<file path="config.mk">
export PLATFORM = sky130hd
export DESIGN_NAME = scfp_frame
export DESIGN_NICKNAME = d
export VERILOG_FILES = /design/src/rtl/scfp_pkg.sv /design/src/rtl/scfp_fifo.sv /design/src/rtl/scfp_frame.sv
export SDC_FILE = /design/constraint.sdc
export NUM_CORES = 1
export LEC_CHECK = 0
export BUFFER_PORTS_ARGS = -buffer_cell sky130_fd_sc_hd__buf_2
export CORE_MARGIN = 2
export CORE_UTILIZATION = 40
export CTS_CLUSTER_DIAMETER = 30
export DETAILED_ROUTE_END_ITERATION = 16
export PLACE_DENSITY_LB_ADDON = 0.2
export SYNTH_ARGS = -nofsm -noshare
export SYNTH_HDL_FRONTEND = slang
export SYNTH_SLANG_ARGS = --single-unit
</file>
<file path="constraint.sdc">
create_clock -name CLK -period 3 [get_ports CLK]
set_clock_uncertainty 0.1 [all_clocks]
set_input_delay 0.6 -clock CLK [delete_from_list [all_inputs] [get_ports CLK]]
set_output_delay 0.6 -clock CLK [all_outputs]
set_load 0.01 [all_outputs]
</file>
<file path="src/rtl/scfp_pkg.sv">
`default_nettype none

package scfp_pkg;

    // ********************************************************
    // control characters of the link
    // ********************************************************
    localparam logic [7:0] SCFP_STX = 8'h02;
    localparam logic [7:0] SCFP_ETX = 8'h03;
    localparam logic [7:0] SCFP_EOT = 8'h04;
    localparam logic [7:0] SCFP_ACK = 8'h06;
    localparam logic [7:0] SCFP_LF = 8'h0A;
    localparam logic [7:0] SCFP_CR = 8'h0D;
    localparam logic [7:0] SCFP_NAK = 8'h15;

    // ********************************************************
    // timing
    // ********************************************************
    localparam int SCFP_CLK_PERIOD_NS = 25;
    localparam int SCFP_TICK_US = 1000;
    localparam int SCFP_TICK_CYCLES = (SCFP_TICK_US * 1000) / SCFP_CLK_PERIOD_NS;
    localparam int SCFP_RSP_TIMEOUT_S = 15;
    localparam int SCFP_RCV_TIMEOUT_S = 15;
    localparam int SCFP_RSP_TIMEOUT_TICKS = (SCFP_RSP_TIMEOUT_S * 1000 * 1000) / SCFP_TICK_US;
    localparam int SCFP_RCV_TIMEOUT_TICKS = (SCFP_RCV_TIMEOUT_S * 1000 * 1000) / SCFP_TICK_US;
    localparam int SCFP_PRE_W = 16;
    localparam int SCFP_TMR_W = 14;

    // ********************************************************
    // response buffer: one byte plus an end-of-block flag
    // ********************************************************
    localparam int SCFP_BYTE_W = 8;
    localparam int SCFP_FIFO_W = 9;
    localparam int SCFP_FIFO_DEPTH = 32;
    localparam int SCFP_LAST_BIT = 8;

    // ********************************************************
    // protocol states
    // ********************************************************
    typedef enum logic [3:0] {
        SCFP_ST_IDLE,
        SCFP_ST_RX_BODY,
        SCFP_ST_WAIT_VERDICT,
        SCFP_ST_REPLY,
        SCFP_ST_WAIT_EOT,
        SCFP_ST_WAIT_BLOCK,
        SCFP_ST_TX_STX,
        SCFP_ST_TX_DATA,
        SCFP_ST_TX_CR,
        SCFP_ST_TX_LF,
        SCFP_ST_TX_ETX,
        SCFP_ST_TX_DRAIN,
        SCFP_ST_WAIT_ACK,
        SCFP_ST_TX_EOT
    } scfp_state_t;

endpackage

`default_nettype wire

</file>
<file path="src/rtl/scfp_fifo.sv">
`timescale 1ns/1ps
`default_nettype none

module scfp_fifo #(
    parameter int WIDTH = 9,
    parameter int DEPTH = 32
) (
    input wire logic clk,
    input wire logic resetn,
    input wire logic [WIDTH-1:0] in_data,
    input wire logic in_valid,
    output logic in_ready,
    output logic [WIDTH-1:0] out_data,
    output logic out_valid,
    input wire logic out_ready
);

    localparam int AW = $clog2(DEPTH);

    typedef struct packed {
        logic [AW-1:0] wp;
        logic [AW-1:0] rp;
        logic [AW:0] cnt;
        logic [WIDTH-1:0] odata;
        logic ovalid;
    } scfp_fifo_regs_t;

    scfp_fifo_regs_t r;
    scfp_fifo_regs_t next_r;
    logic [WIDTH-1:0] mem [DEPTH];
    logic push;
    logic load;

    // ********************************************************
    // handshakes
    // ********************************************************
    assign in_ready = r.cnt != (AW + 1)'(DEPTH);
    assign push = in_valid && in_ready;
    // head register refills whenever it is empty or being taken
    assign load = (r.cnt != '0) && (!r.ovalid || out_ready);
    assign out_data = r.odata;
    assign out_valid = r.ovalid;

    always_comb begin
        next_r = r;
        if (push) begin
            next_r.wp = r.wp + AW'(1);
        end
        if (load) begin
            next_r.rp = r.rp + AW'(1);
            next_r.odata = mem[r.rp];
            next_r.ovalid = 1'b1;
        end else if (out_ready) begin
            next_r.ovalid = 1'b0;
        end
        next_r.cnt = r.cnt + {{AW{1'b0}}, push} - {{AW{1'b0}}, load};
    end

    always_ff @(posedge clk) begin
        if (push) begin
            mem[r.wp] <= in_data;
        end
    end

    always_ff @(posedge clk or negedge resetn) begin
        if (!resetn) begin
            r <= '0;
        end else begin
            r <= next_r;
        end
    end

endmodule // scfp_fifo

`default_nettype wire

</file>
<file path="src/rtl/scfp_frame.sv">
// How it works
// - idle waits for STX, command text, LF, then ETX.
// - valid complete command answered with one ACK byte.
// - invalid complete command answered with one NAK byte.
// - each reply block goes out as STX, data, CR, LF, ETX.
// - blocks repeat until data run out, then EOT and back to idle.
// - response timer starts once the closing ETX has left.
// - response timer stops on ACK from the host.
// - response timeout sends EOT and returns to idle.
// - response timeout is fixed at 15 seconds; the code sets it by RSP_TIMEOUT_TICKS, 15 seconds by default.
// - receive timer starts on the opening STX.
// - receive timer restarts on every received byte.
// - receive timer stops on the closing ETX.
// - receive timeout drops the partial command and returns to idle.
// - receive timeout is fixed at 15 seconds; the code sets it by RCV_TIMEOUT_TICKS, 15 seconds by default.
`timescale 1ns/1ps
`default_nettype none

module scfp_frame
    import scfp_pkg::*;
#(
    parameter int TICK_CYCLES = SCFP_TICK_CYCLES,
    parameter int RSP_TIMEOUT_TICKS = SCFP_RSP_TIMEOUT_TICKS,
    parameter int RCV_TIMEOUT_TICKS = SCFP_RCV_TIMEOUT_TICKS
) (
    input wire logic CLK,
    input wire logic RESETN,
    // byte stream from the serial receiver
    input wire logic [7:0] RX_DATA,
    input wire logic RX_VALID,
    // byte stream to the serial transmitter
    output logic [7:0] TX_DATA,
    output logic TX_VALID,
    input wire logic TX_READY,
    // command text to the parser
    output logic [7:0] CMD_DATA,
    output logic CMD_VALID,
    output logic CMD_END,
    output logic CMD_ABORT,
    // parser verdict on a finished command
    input wire logic VERDICT_VALID,
    input wire logic VERDICT_OK,
    input wire logic VERDICT_QUERY,
    // reply data from the instrument
    input wire logic [7:0] RSP_DATA,
    input wire logic RSP_LAST,
    input wire logic RSP_VALID,
    output logic RSP_READY,
    input wire logic RSP_MORE,
    // status
    output logic LINK_IDLE,
    output logic RSP_TIMEOUT,
    output logic RCV_TIMEOUT
);

    // ********************************************************
    // state
    // ********************************************************
    typedef struct packed {
        scfp_state_t st;
        logic [7:0] tx_data;
        logic tx_valid;
        logic [7:0] cmd_data;
        logic cmd_valid;
        logic cmd_end;
        logic cmd_abort;
        logic last_lf;
        logic reply_nak;
        logic query;
        logic idle;
        logic [SCFP_PRE_W-1:0] pre;
        logic [SCFP_TMR_W-1:0] rsp_cnt;
        logic rsp_run;
        logic [SCFP_TMR_W-1:0] rcv_cnt;
        logic rcv_run;
        logic rsp_to;
        logic rcv_to;
    } scfp_regs_t;

    localparam logic [SCFP_PRE_W-1:0] PRE_LAST = SCFP_PRE_W'(TICK_CYCLES - 1);
    localparam logic [SCFP_TMR_W-1:0] RSP_LAST_TICK = SCFP_TMR_W'(RSP_TIMEOUT_TICKS - 1);
    localparam logic [SCFP_TMR_W-1:0] RCV_LAST_TICK = SCFP_TMR_W'(RCV_TIMEOUT_TICKS - 1);

    scfp_regs_t r;
    scfp_regs_t next_r;

    logic [SCFP_FIFO_W-1:0] f_data;
    logic f_valid;
    logic f_ready;
    logic tick;
    logic tx_free;
    logic rsp_expire;
    logic rcv_expire;
    logic rx_stx;
    logic rx_etx;

    // ********************************************************
    // reply buffer
    // ********************************************************
    scfp_fifo #(
        .WIDTH(SCFP_FIFO_W),
        .DEPTH(SCFP_FIFO_DEPTH)
    ) u_fifo (
        .clk(CLK),
        .resetn(RESETN),
        .in_data({RSP_LAST, RSP_DATA}),
        .in_valid(RSP_VALID),
        .in_ready(RSP_READY),
        .out_data(f_data),
        .out_valid(f_valid),
        .out_ready(f_ready)
    );

    // ********************************************************
    // helpers
    // ********************************************************
    assign tick = r.pre == PRE_LAST;
    assign tx_free = !r.tx_valid || TX_READY;
    assign rsp_expire = r.rsp_run && tick && (r.rsp_cnt == RSP_LAST_TICK);
    assign rcv_expire = r.rcv_run && tick && (r.rcv_cnt == RCV_LAST_TICK);
    assign rx_stx = RX_VALID && (RX_DATA == SCFP_STX);
    assign rx_etx = RX_VALID && (RX_DATA == SCFP_ETX);
    assign f_ready = (r.st == SCFP_ST_TX_DATA) && tx_free;

    // where to go once a block is done or the reply was requested
    function automatic scfp_state_t scfp_next_block(input logic avail, input logic more);
        scfp_state_t s;
        if (avail) begin
            s = SCFP_ST_TX_STX;
        end else if (more) begin
            s = SCFP_ST_WAIT_BLOCK;
        end else begin
            s = SCFP_ST_TX_EOT;
        end
        return s;
    endfunction

    // ********************************************************
    // next state
    // ********************************************************
    always_comb begin
        next_r = r;
        next_r.cmd_valid = 1'b0;
        next_r.cmd_end = 1'b0;
        next_r.cmd_abort = 1'b0;
        next_r.rsp_to = 1'b0;
        next_r.rcv_to = 1'b0;
        if (TX_READY) begin
            next_r.tx_valid = 1'b0;
        end

        // prescaler and timer counting
        next_r.pre = tick ? '0 : r.pre + SCFP_PRE_W'(1);
        if (r.rsp_run && tick) begin
            next_r.rsp_cnt = r.rsp_cnt + SCFP_TMR_W'(1);
        end
        if (r.rcv_run && tick) begin
            next_r.rcv_cnt = r.rcv_cnt + SCFP_TMR_W'(1);
        end

        case (r.st)
            SCFP_ST_IDLE: begin
                if (rx_stx) begin
                    next_r.st = SCFP_ST_RX_BODY;
                    next_r.last_lf = 1'b0;
                    next_r.rcv_run = 1'b1;
                    next_r.rcv_cnt = '0;
                    next_r.pre = '0;
                end
            end

            SCFP_ST_RX_BODY: begin
                if (rcv_expire) begin
                    next_r.cmd_abort = 1'b1;
                    next_r.rcv_run = 1'b0;
                    next_r.rcv_to = 1'b1;
                    next_r.st = SCFP_ST_IDLE;
                end else if (RX_VALID) begin
                    next_r.rcv_cnt = '0;
                    next_r.pre = '0;
                    if (rx_stx) begin
                        // a fresh STX restarts the frame
                        next_r.cmd_abort = 1'b1;
                        next_r.last_lf = 1'b0;
                    end else if (rx_etx) begin
                        next_r.rcv_run = 1'b0;
                        if (r.last_lf) begin
                            next_r.cmd_end = 1'b1;
                            next_r.st = SCFP_ST_WAIT_VERDICT;
                        end else begin
                            // ETX without LF: malformed, refused
                            next_r.cmd_abort = 1'b1;
                            next_r.reply_nak = 1'b1;
                            next_r.query = 1'b0;
                            next_r.st = SCFP_ST_REPLY;
                        end
                    end else begin
                        next_r.cmd_data = RX_DATA;
                        next_r.cmd_valid = 1'b1;
                        next_r.last_lf = RX_DATA == SCFP_LF;
                    end
                end
            end

            SCFP_ST_WAIT_VERDICT: begin
                if (VERDICT_VALID) begin
                    next_r.reply_nak = !VERDICT_OK;
                    next_r.query = VERDICT_OK && VERDICT_QUERY;
                    next_r.st = SCFP_ST_REPLY;
                end
            end

            SCFP_ST_REPLY: begin
                if (tx_free) begin
                    next_r.tx_data = r.reply_nak ? SCFP_NAK : SCFP_ACK;
                    next_r.tx_valid = 1'b1;
                    next_r.st = r.query ? SCFP_ST_WAIT_EOT : SCFP_ST_IDLE;
                end
            end

            SCFP_ST_WAIT_EOT: begin
                if (RX_VALID && (RX_DATA == SCFP_EOT)) begin
                    next_r.st = scfp_next_block(f_valid, RSP_MORE);
                end else if (rx_stx) begin
                    // host gave up on the reply and sends a new command
                    next_r.st = SCFP_ST_RX_BODY;
                    next_r.last_lf = 1'b0;
                    next_r.rcv_run = 1'b1;
                    next_r.rcv_cnt = '0;
                    next_r.pre = '0;
                end
            end

            SCFP_ST_WAIT_BLOCK: begin
                if (f_valid) begin
                    next_r.st = SCFP_ST_TX_STX;
                end else if (!RSP_MORE) begin
                    next_r.st = SCFP_ST_TX_EOT;
                end
            end

            SCFP_ST_TX_STX: begin
                if (tx_free) begin
                    next_r.tx_data = SCFP_STX;
                    next_r.tx_valid = 1'b1;
                    next_r.st = SCFP_ST_TX_DATA;
                end
            end

            SCFP_ST_TX_DATA: begin
                if (tx_free && f_valid) begin
                    next_r.tx_data = f_data[SCFP_BYTE_W-1:0];
                    next_r.tx_valid = 1'b1;
                    if (f_data[SCFP_LAST_BIT]) begin
                        next_r.st = SCFP_ST_TX_CR;
                    end
                end
            end

            SCFP_ST_TX_CR: begin
                if (tx_free) begin
                    next_r.tx_data = SCFP_CR;
                    next_r.tx_valid = 1'b1;
                    next_r.st = SCFP_ST_TX_LF;
                end
            end

            SCFP_ST_TX_LF: begin
                if (tx_free) begin
                    next_r.tx_data = SCFP_LF;
                    next_r.tx_valid = 1'b1;
                    next_r.st = SCFP_ST_TX_ETX;
                end
            end

            SCFP_ST_TX_ETX: begin
                if (tx_free) begin
                    next_r.tx_data = SCFP_ETX;
                    next_r.tx_valid = 1'b1;
                    next_r.st = SCFP_ST_TX_DRAIN;
                end
            end

            SCFP_ST_TX_DRAIN: begin
                // ETX is held on TX_DATA; timer runs from its acceptance
                if (TX_READY) begin
                    next_r.rsp_run = 1'b1;
                    next_r.rsp_cnt = '0;
                    next_r.pre = '0;
                    next_r.st = SCFP_ST_WAIT_ACK;
                end
            end

            SCFP_ST_WAIT_ACK: begin
                if (rsp_expire) begin
                    next_r.rsp_run = 1'b0;
                    next_r.rsp_to = 1'b1;
                    next_r.st = SCFP_ST_TX_EOT;
                end else if (RX_VALID && (RX_DATA == SCFP_ACK)) begin
                    next_r.rsp_run = 1'b0;
                    next_r.st = scfp_next_block(f_valid, RSP_MORE);
                end
            end

            SCFP_ST_TX_EOT: begin
                if (tx_free) begin
                    next_r.tx_data = SCFP_EOT;
                    next_r.tx_valid = 1'b1;
                    next_r.st = SCFP_ST_IDLE;
                end
            end

            default: begin
                next_r.st = SCFP_ST_IDLE;
            end
        endcase

        next_r.idle = next_r.st == SCFP_ST_IDLE;
    end

    // ********************************************************
    // registers
    // ********************************************************
    always_ff @(posedge CLK or negedge RESETN) begin
        if (!RESETN) begin
            r <= '0;
            r.idle <= 1'b1;
        end else begin
            r <= next_r;
        end
    end

    // ********************************************************
    // outputs
    // ********************************************************
    assign TX_DATA = r.tx_data;
    assign TX_VALID = r.tx_valid;
    assign CMD_DATA = r.cmd_data;
    assign CMD_VALID = r.cmd_valid;
    assign CMD_END = r.cmd_end;
    assign CMD_ABORT = r.cmd_abort;
    assign LINK_IDLE = r.idle;
    assign RSP_TIMEOUT = r.rsp_to;
    assign RCV_TIMEOUT = r.rcv_to;

endmodule // scfp_frame

`default_nettype wire

</file>
==> impl_table.tex <==
\begin{tabular}{lr}
\hline
Metric & Value \\
\hline
\multicolumn{2}{l}{\textbf{Run status}} \\
Outcome & complete, no violations \\
\multicolumn{2}{l}{\textbf{Clock tree}} \\
Number of sinks driven by the clock tree & between 300 and 400 \\
Inserted Clock Buffers & 87 \\
H-tree depth & 3 \\
Resized cells post-CTS & 0 \\
CTS clk-pin slew, worst paths & 0.04 ns \\
Buffers from clock root to sink, at most & 3 \\
Clock tree from TritonCTS & done \\
Latest clock arrival within the worst-skew pair & between 0.5 and 0.6 ns \\
Library cell used as clock root buffer & sky130\_fd\_sc\_hd\_\_clkbuf\_16 \\
\multicolumn{2}{l}{\textbf{Synth}} \\
Number of flops mapped to enable cells by yosys & around 290 \\
Syn Inst Count & roughly 1100 \\
Count of cell types in the netlist & 64 \\
Post-synthesis sequential element count & approximately 400 \\
Seq/Total Area, Yosys & 0.681 \\
Post-synth top flop & sky130\_fd\_sc\_hd\_\_edfxtp\_1 \\
Fraction of registers with async set or reset after synthesis & 0.262 \\
Syn avg cell area & 15.5 um\^{}2 \\
Net Count, Synth & approximately 1100 \\
Post-synth design cell area & 16400 um\^{}2 \\
Warnings, synthesis & 0 \\
\multicolumn{2}{l}{\textbf{GRT}} \\
Met1 Use GR & 0.255 \\
Pin count of the biggest net entering global routing & 50 \\
Final global-route overflow total & 0 \\
Global-route wire length before repair & between 50000 and 60000 um \\
Global-route usage over all layers & 0.178 \\
Met3 capacity usage during global routing & 0.0377 \\
Layer with the highest usage & met2 \\
Met2 global-route usage & 0.270 \\
Number of antenna violations at the first check in global routing & 3 \\
Via count of the first global-routing pass & just under 10000 \\
\multicolumn{2}{l}{\textbf{Power}} \\
PwrDens & around 1000 nW/um\^{}2 \\
Standby leakage power & about 7.6 nW \\
Worst vdd rail ir drop & $\sim$0.51 mV \\
\multicolumn{2}{l}{\textbf{Floorplan}} \\
Horiz. Die Dim & between 200 and 250 um \\
Core Footprint & 40700 um\^{}2 \\
Vertical die dimension & about 210 um \\
Area enclosed by the die boundary & roughly 43000 um\^{}2 \\
Initial cell density of the core & 0.404 \\
Io pins & 50 \\
\# rows & between 70 and 80 \\
\multicolumn{2}{l}{\textbf{STA}} \\
Share of the cycle needed by the critical path after routing & 0.914 \\
Unrepaired setup endpoints after global routing & no \\
Time the worst path needs with I/O delays and setup & between 2 and 3 ns \\
Final TNS setup & 0 ns \\
Fmax & about 360 MHz \\
Fin. Hold Viols & 0 \\
Number of pins with negative max-slew slack in the final report & 0 \\
Final setup violating endpoints & 0 \\
Slew margin rel. & 0.524 \\
Transition time at the pin with the least slew margin & $\sim$0.71 ns \\
\multicolumn{2}{l}{\textbf{Final layout}} \\
Footprint of the flip-flops and latches & approximately 11000 um\^{}2 \\
Proportion of layout cells with a drive suffix above 1 & 0.271 \\
Number of antenna repair diodes & 0 \\
Multi-input combinational cell area & just under 5000 um\^{}2 \\
Fill cell count & $\sim$3400 \\
Final non-filler cell total & approximately 1800 \\
Area Growth Syn to Fin & 25.4\% \\
Net count, final & 1239 \\
\multicolumn{2}{l}{\textbf{Setup path}} \\
Data arrival, critical path & around 3.1 ns \\
Family with the most delay on the worst path & simple AND/OR/NAND/NOR gates \\
Classification of the worst setup path & reg2reg \\
Worst stage delay on the critical path & approximately 0.52 ns \\
Critical path capture point type & register \\
Slowest library cell on the worst path & sky130\_fd\_sc\_hd\_\_or4bb\_1 \\
CP cell instances & or4bb\_1, nor4\_1, nand2\_2, nand3\_1, or2\_1, mux2\_1 \\
Crit Path Max Fanout & 9 \\
Number of buffers and inverters on the critical path & 0 \\
Category of the worst setup path launch point & register \\
Data required, critical path & $\sim$3.4 ns \\
\multicolumn{2}{l}{\textbf{Route}} \\
Wire length per cell & just over 20 um \\
Drt via density & 5.33 \\
First-pass DRT Iterations & 5 \\
First DRT Iteration DRCs & slightly above 700 \\
Total detailed-routing wirelength & roughly 37000 um \\
Final routed DRC violation total & 0 \\
Vias post-DR & between 9000 and 10000 \\
Final antenna-violating net count & 0 \\
\multicolumn{2}{l}{\textbf{Placement}} \\
Final estimated routing congestion in global placement & just under 0.9 \\
IO buf count & 49 \\
HPWL after detailed placement & $\sim$23000 um \\
Count of placed standard cells including taps & 1637 \\
\multicolumn{2}{l}{\textbf{Hold path}} \\
Type of the worst min-delay path & in2reg \\
\multicolumn{2}{l}{\textbf{Flow run}} \\
Number of violations of the max-capacitance limit & 0 \\
\hline
\end{tabular}
==> layout by cell type (no fill, tap or decap), types with 20 or more instances in the layout <==
cell type                   netlist  routed
sky130_fd_sc_hd__a21oi_1         21      21
sky130_fd_sc_hd__nor2_1         106     106
sky130_fd_sc_hd__inv_1           20      20
sky130_fd_sc_hd__mux4_2          72      72
sky130_fd_sc_hd__nand3_1         25      25
sky130_fd_sc_hd__clkbuf_16        0      89
sky130_fd_sc_hd__o22ai_1         36      36
sky130_fd_sc_hd__nand2_1         63      63
sky130_fd_sc_hd__xnor2_1         32      32
sky130_fd_sc_hd__dfrtp_1        101      99
sky130_fd_sc_hd__edfxtp_1       288     288
sky130_fd_sc_hd__o21ai_0         26      26
sky130_fd_sc_hd__buf_2            8      48
sky130_fd_sc_hd__buf_4           19      52
==> layout make-up <==
type	instances	share of cell area
Clock buffer	101	0.112
Clock inverter	62	0.0379
Multi-Input combinational cell	590	0.235
Tap cell	532	0.0323
Timing Repair Buffer	106	0.0359
Inverter	20	0.00364
Sequential cell	390	0.544
==> cells in the mapped netlist (7+ instances only) <==
cell type,number,area share
sky130_fd_sc_hd__or3_1,7,0.0027
sky130_fd_sc_hd__xnor2_1,32,0.017
sky130_fd_sc_hd__a21oi_1,21,0.0064
sky130_fd_sc_hd__clkbuf_1,27,0.0062
sky130_fd_sc_hd__edfxtp_1,288,0.53
sky130_fd_sc_hd__nor2_1,106,0.024
sky130_fd_sc_hd__buf_4,19,0.0087
sky130_fd_sc_hd__ha_1,17,0.013
sky130_fd_sc_hd__buf_1,8,0.0018
sky130_fd_sc_hd__mux2_1,8,0.0055
sky130_fd_sc_hd__nand4_1,18,0.0069
sky130_fd_sc_hd__inv_1,20,0.0046
sky130_fd_sc_hd__or4_1,13,0.0059
sky130_fd_sc_hd__mux4_2,72,0.099
sky130_fd_sc_hd__nor2b_1,13,0.0049
sky130_fd_sc_hd__nor3_1,12,0.0037
sky130_fd_sc_hd__dfrtp_1,101,0.15
sky130_fd_sc_hd__nand2_1,63,0.014
sky130_fd_sc_hd__buf_2,8,0.0024
sky130_fd_sc_hd__nand2b_1,13,0.0049
sky130_fd_sc_hd__and3_1,13,0.0049
sky130_fd_sc_hd__xor2_1,18,0.0096
sky130_fd_sc_hd__o22ai_1,36,0.014
sky130_fd_sc_hd__o21ai_0,26,0.0079
sky130_fd_sc_hd__nand3_1,25,0.0076
==> state kept, by name (all words and copies together) (netlist names), 8 cells and up <==
register	flops
CMD_DATA	8
u_fifo.mem	288
TX_DATA	8
r	53
u_fifo.r	16
u_fifo.out_data	9
==> kinds of logic (layout without fill, tap and decap cells) <==
family                     Yosys count  count (layout)  share of synthesized area
adders and majority gates           18              18                     0.0142
buffers and inverters               83             289                     0.0244
and+or+nand+nor                    324             324                      0.103
AOI/OAI and AO/OA                  113             113                     0.0432
DFF                                390             390                      0.681
muxes                               85              85                      0.107
xor gates and xnor gates            50              50                     0.0266
==> routing by layer <==
layer,wire length (um),up-vias
met4,816,2
met2,17000,280
met5,13,-
li1,-,4376
met1,17100,4864
met3,2110,71
==> worst paths after layout <==
check,startpoint,end,slack (ns),cells past startpoint
setup / recovery,r[11]$_DFF_PN0_,CMD_DATA[4]$_DFFE_PN0P_,0.26,6
hold / removal,RX_DATA[7],CMD_DATA[7]$_DFFE_PN0P_,0.16,2
setup reg to reg,r[11]$_DFF_PN0_,CMD_DATA[4]$_DFFE_PN0P_,0.26,6
hold reg to reg,CMD_DATA[7]$_DFFE_PN0P_,CMD_DATA[7]$_DFFE_PN0P_,0.38,1
max in group asynchronous,RESETN,u_fifo.r[16]$_DFFE_PN0P_,1.68,3
min in group asynchronous,RESETN,r[13]$_DFF_PN0_,0.34,2
==> power breakdown <==
part,internal (W),switching [W]
Clock,0.00676,0.00307
Combinational,0.00164,0.00207
Sequential,0.00651,0.000455
Total,0.0149,0.00559
==> per-stage QoR <==
step                instance area, um^2  hold slack (ns)  utilization  worst slack [ns]  total power [W]
floorplan                         16400            0.204            -             0.243          0.00961
global placement                  17500            0.370        0.430             0.197           0.0107
detailed placement                17500            0.375        0.430             0.171           0.0108
CTS                               20600            0.133        0.506             0.213           0.0207
global route                      20600            0.151        0.506            0.0965           0.0214
finish                            20600            0.164        0.506             0.257           0.0205
==> what timing repair did <==
| action | in CTS | in global routing |
|---|---|---|
| endpoints found under the hold margin | 20 | 0 |
| hold buffers | 1 | 0 |
| setup buffers | 0 | 0 |
(Power assumes the default switching activity.)
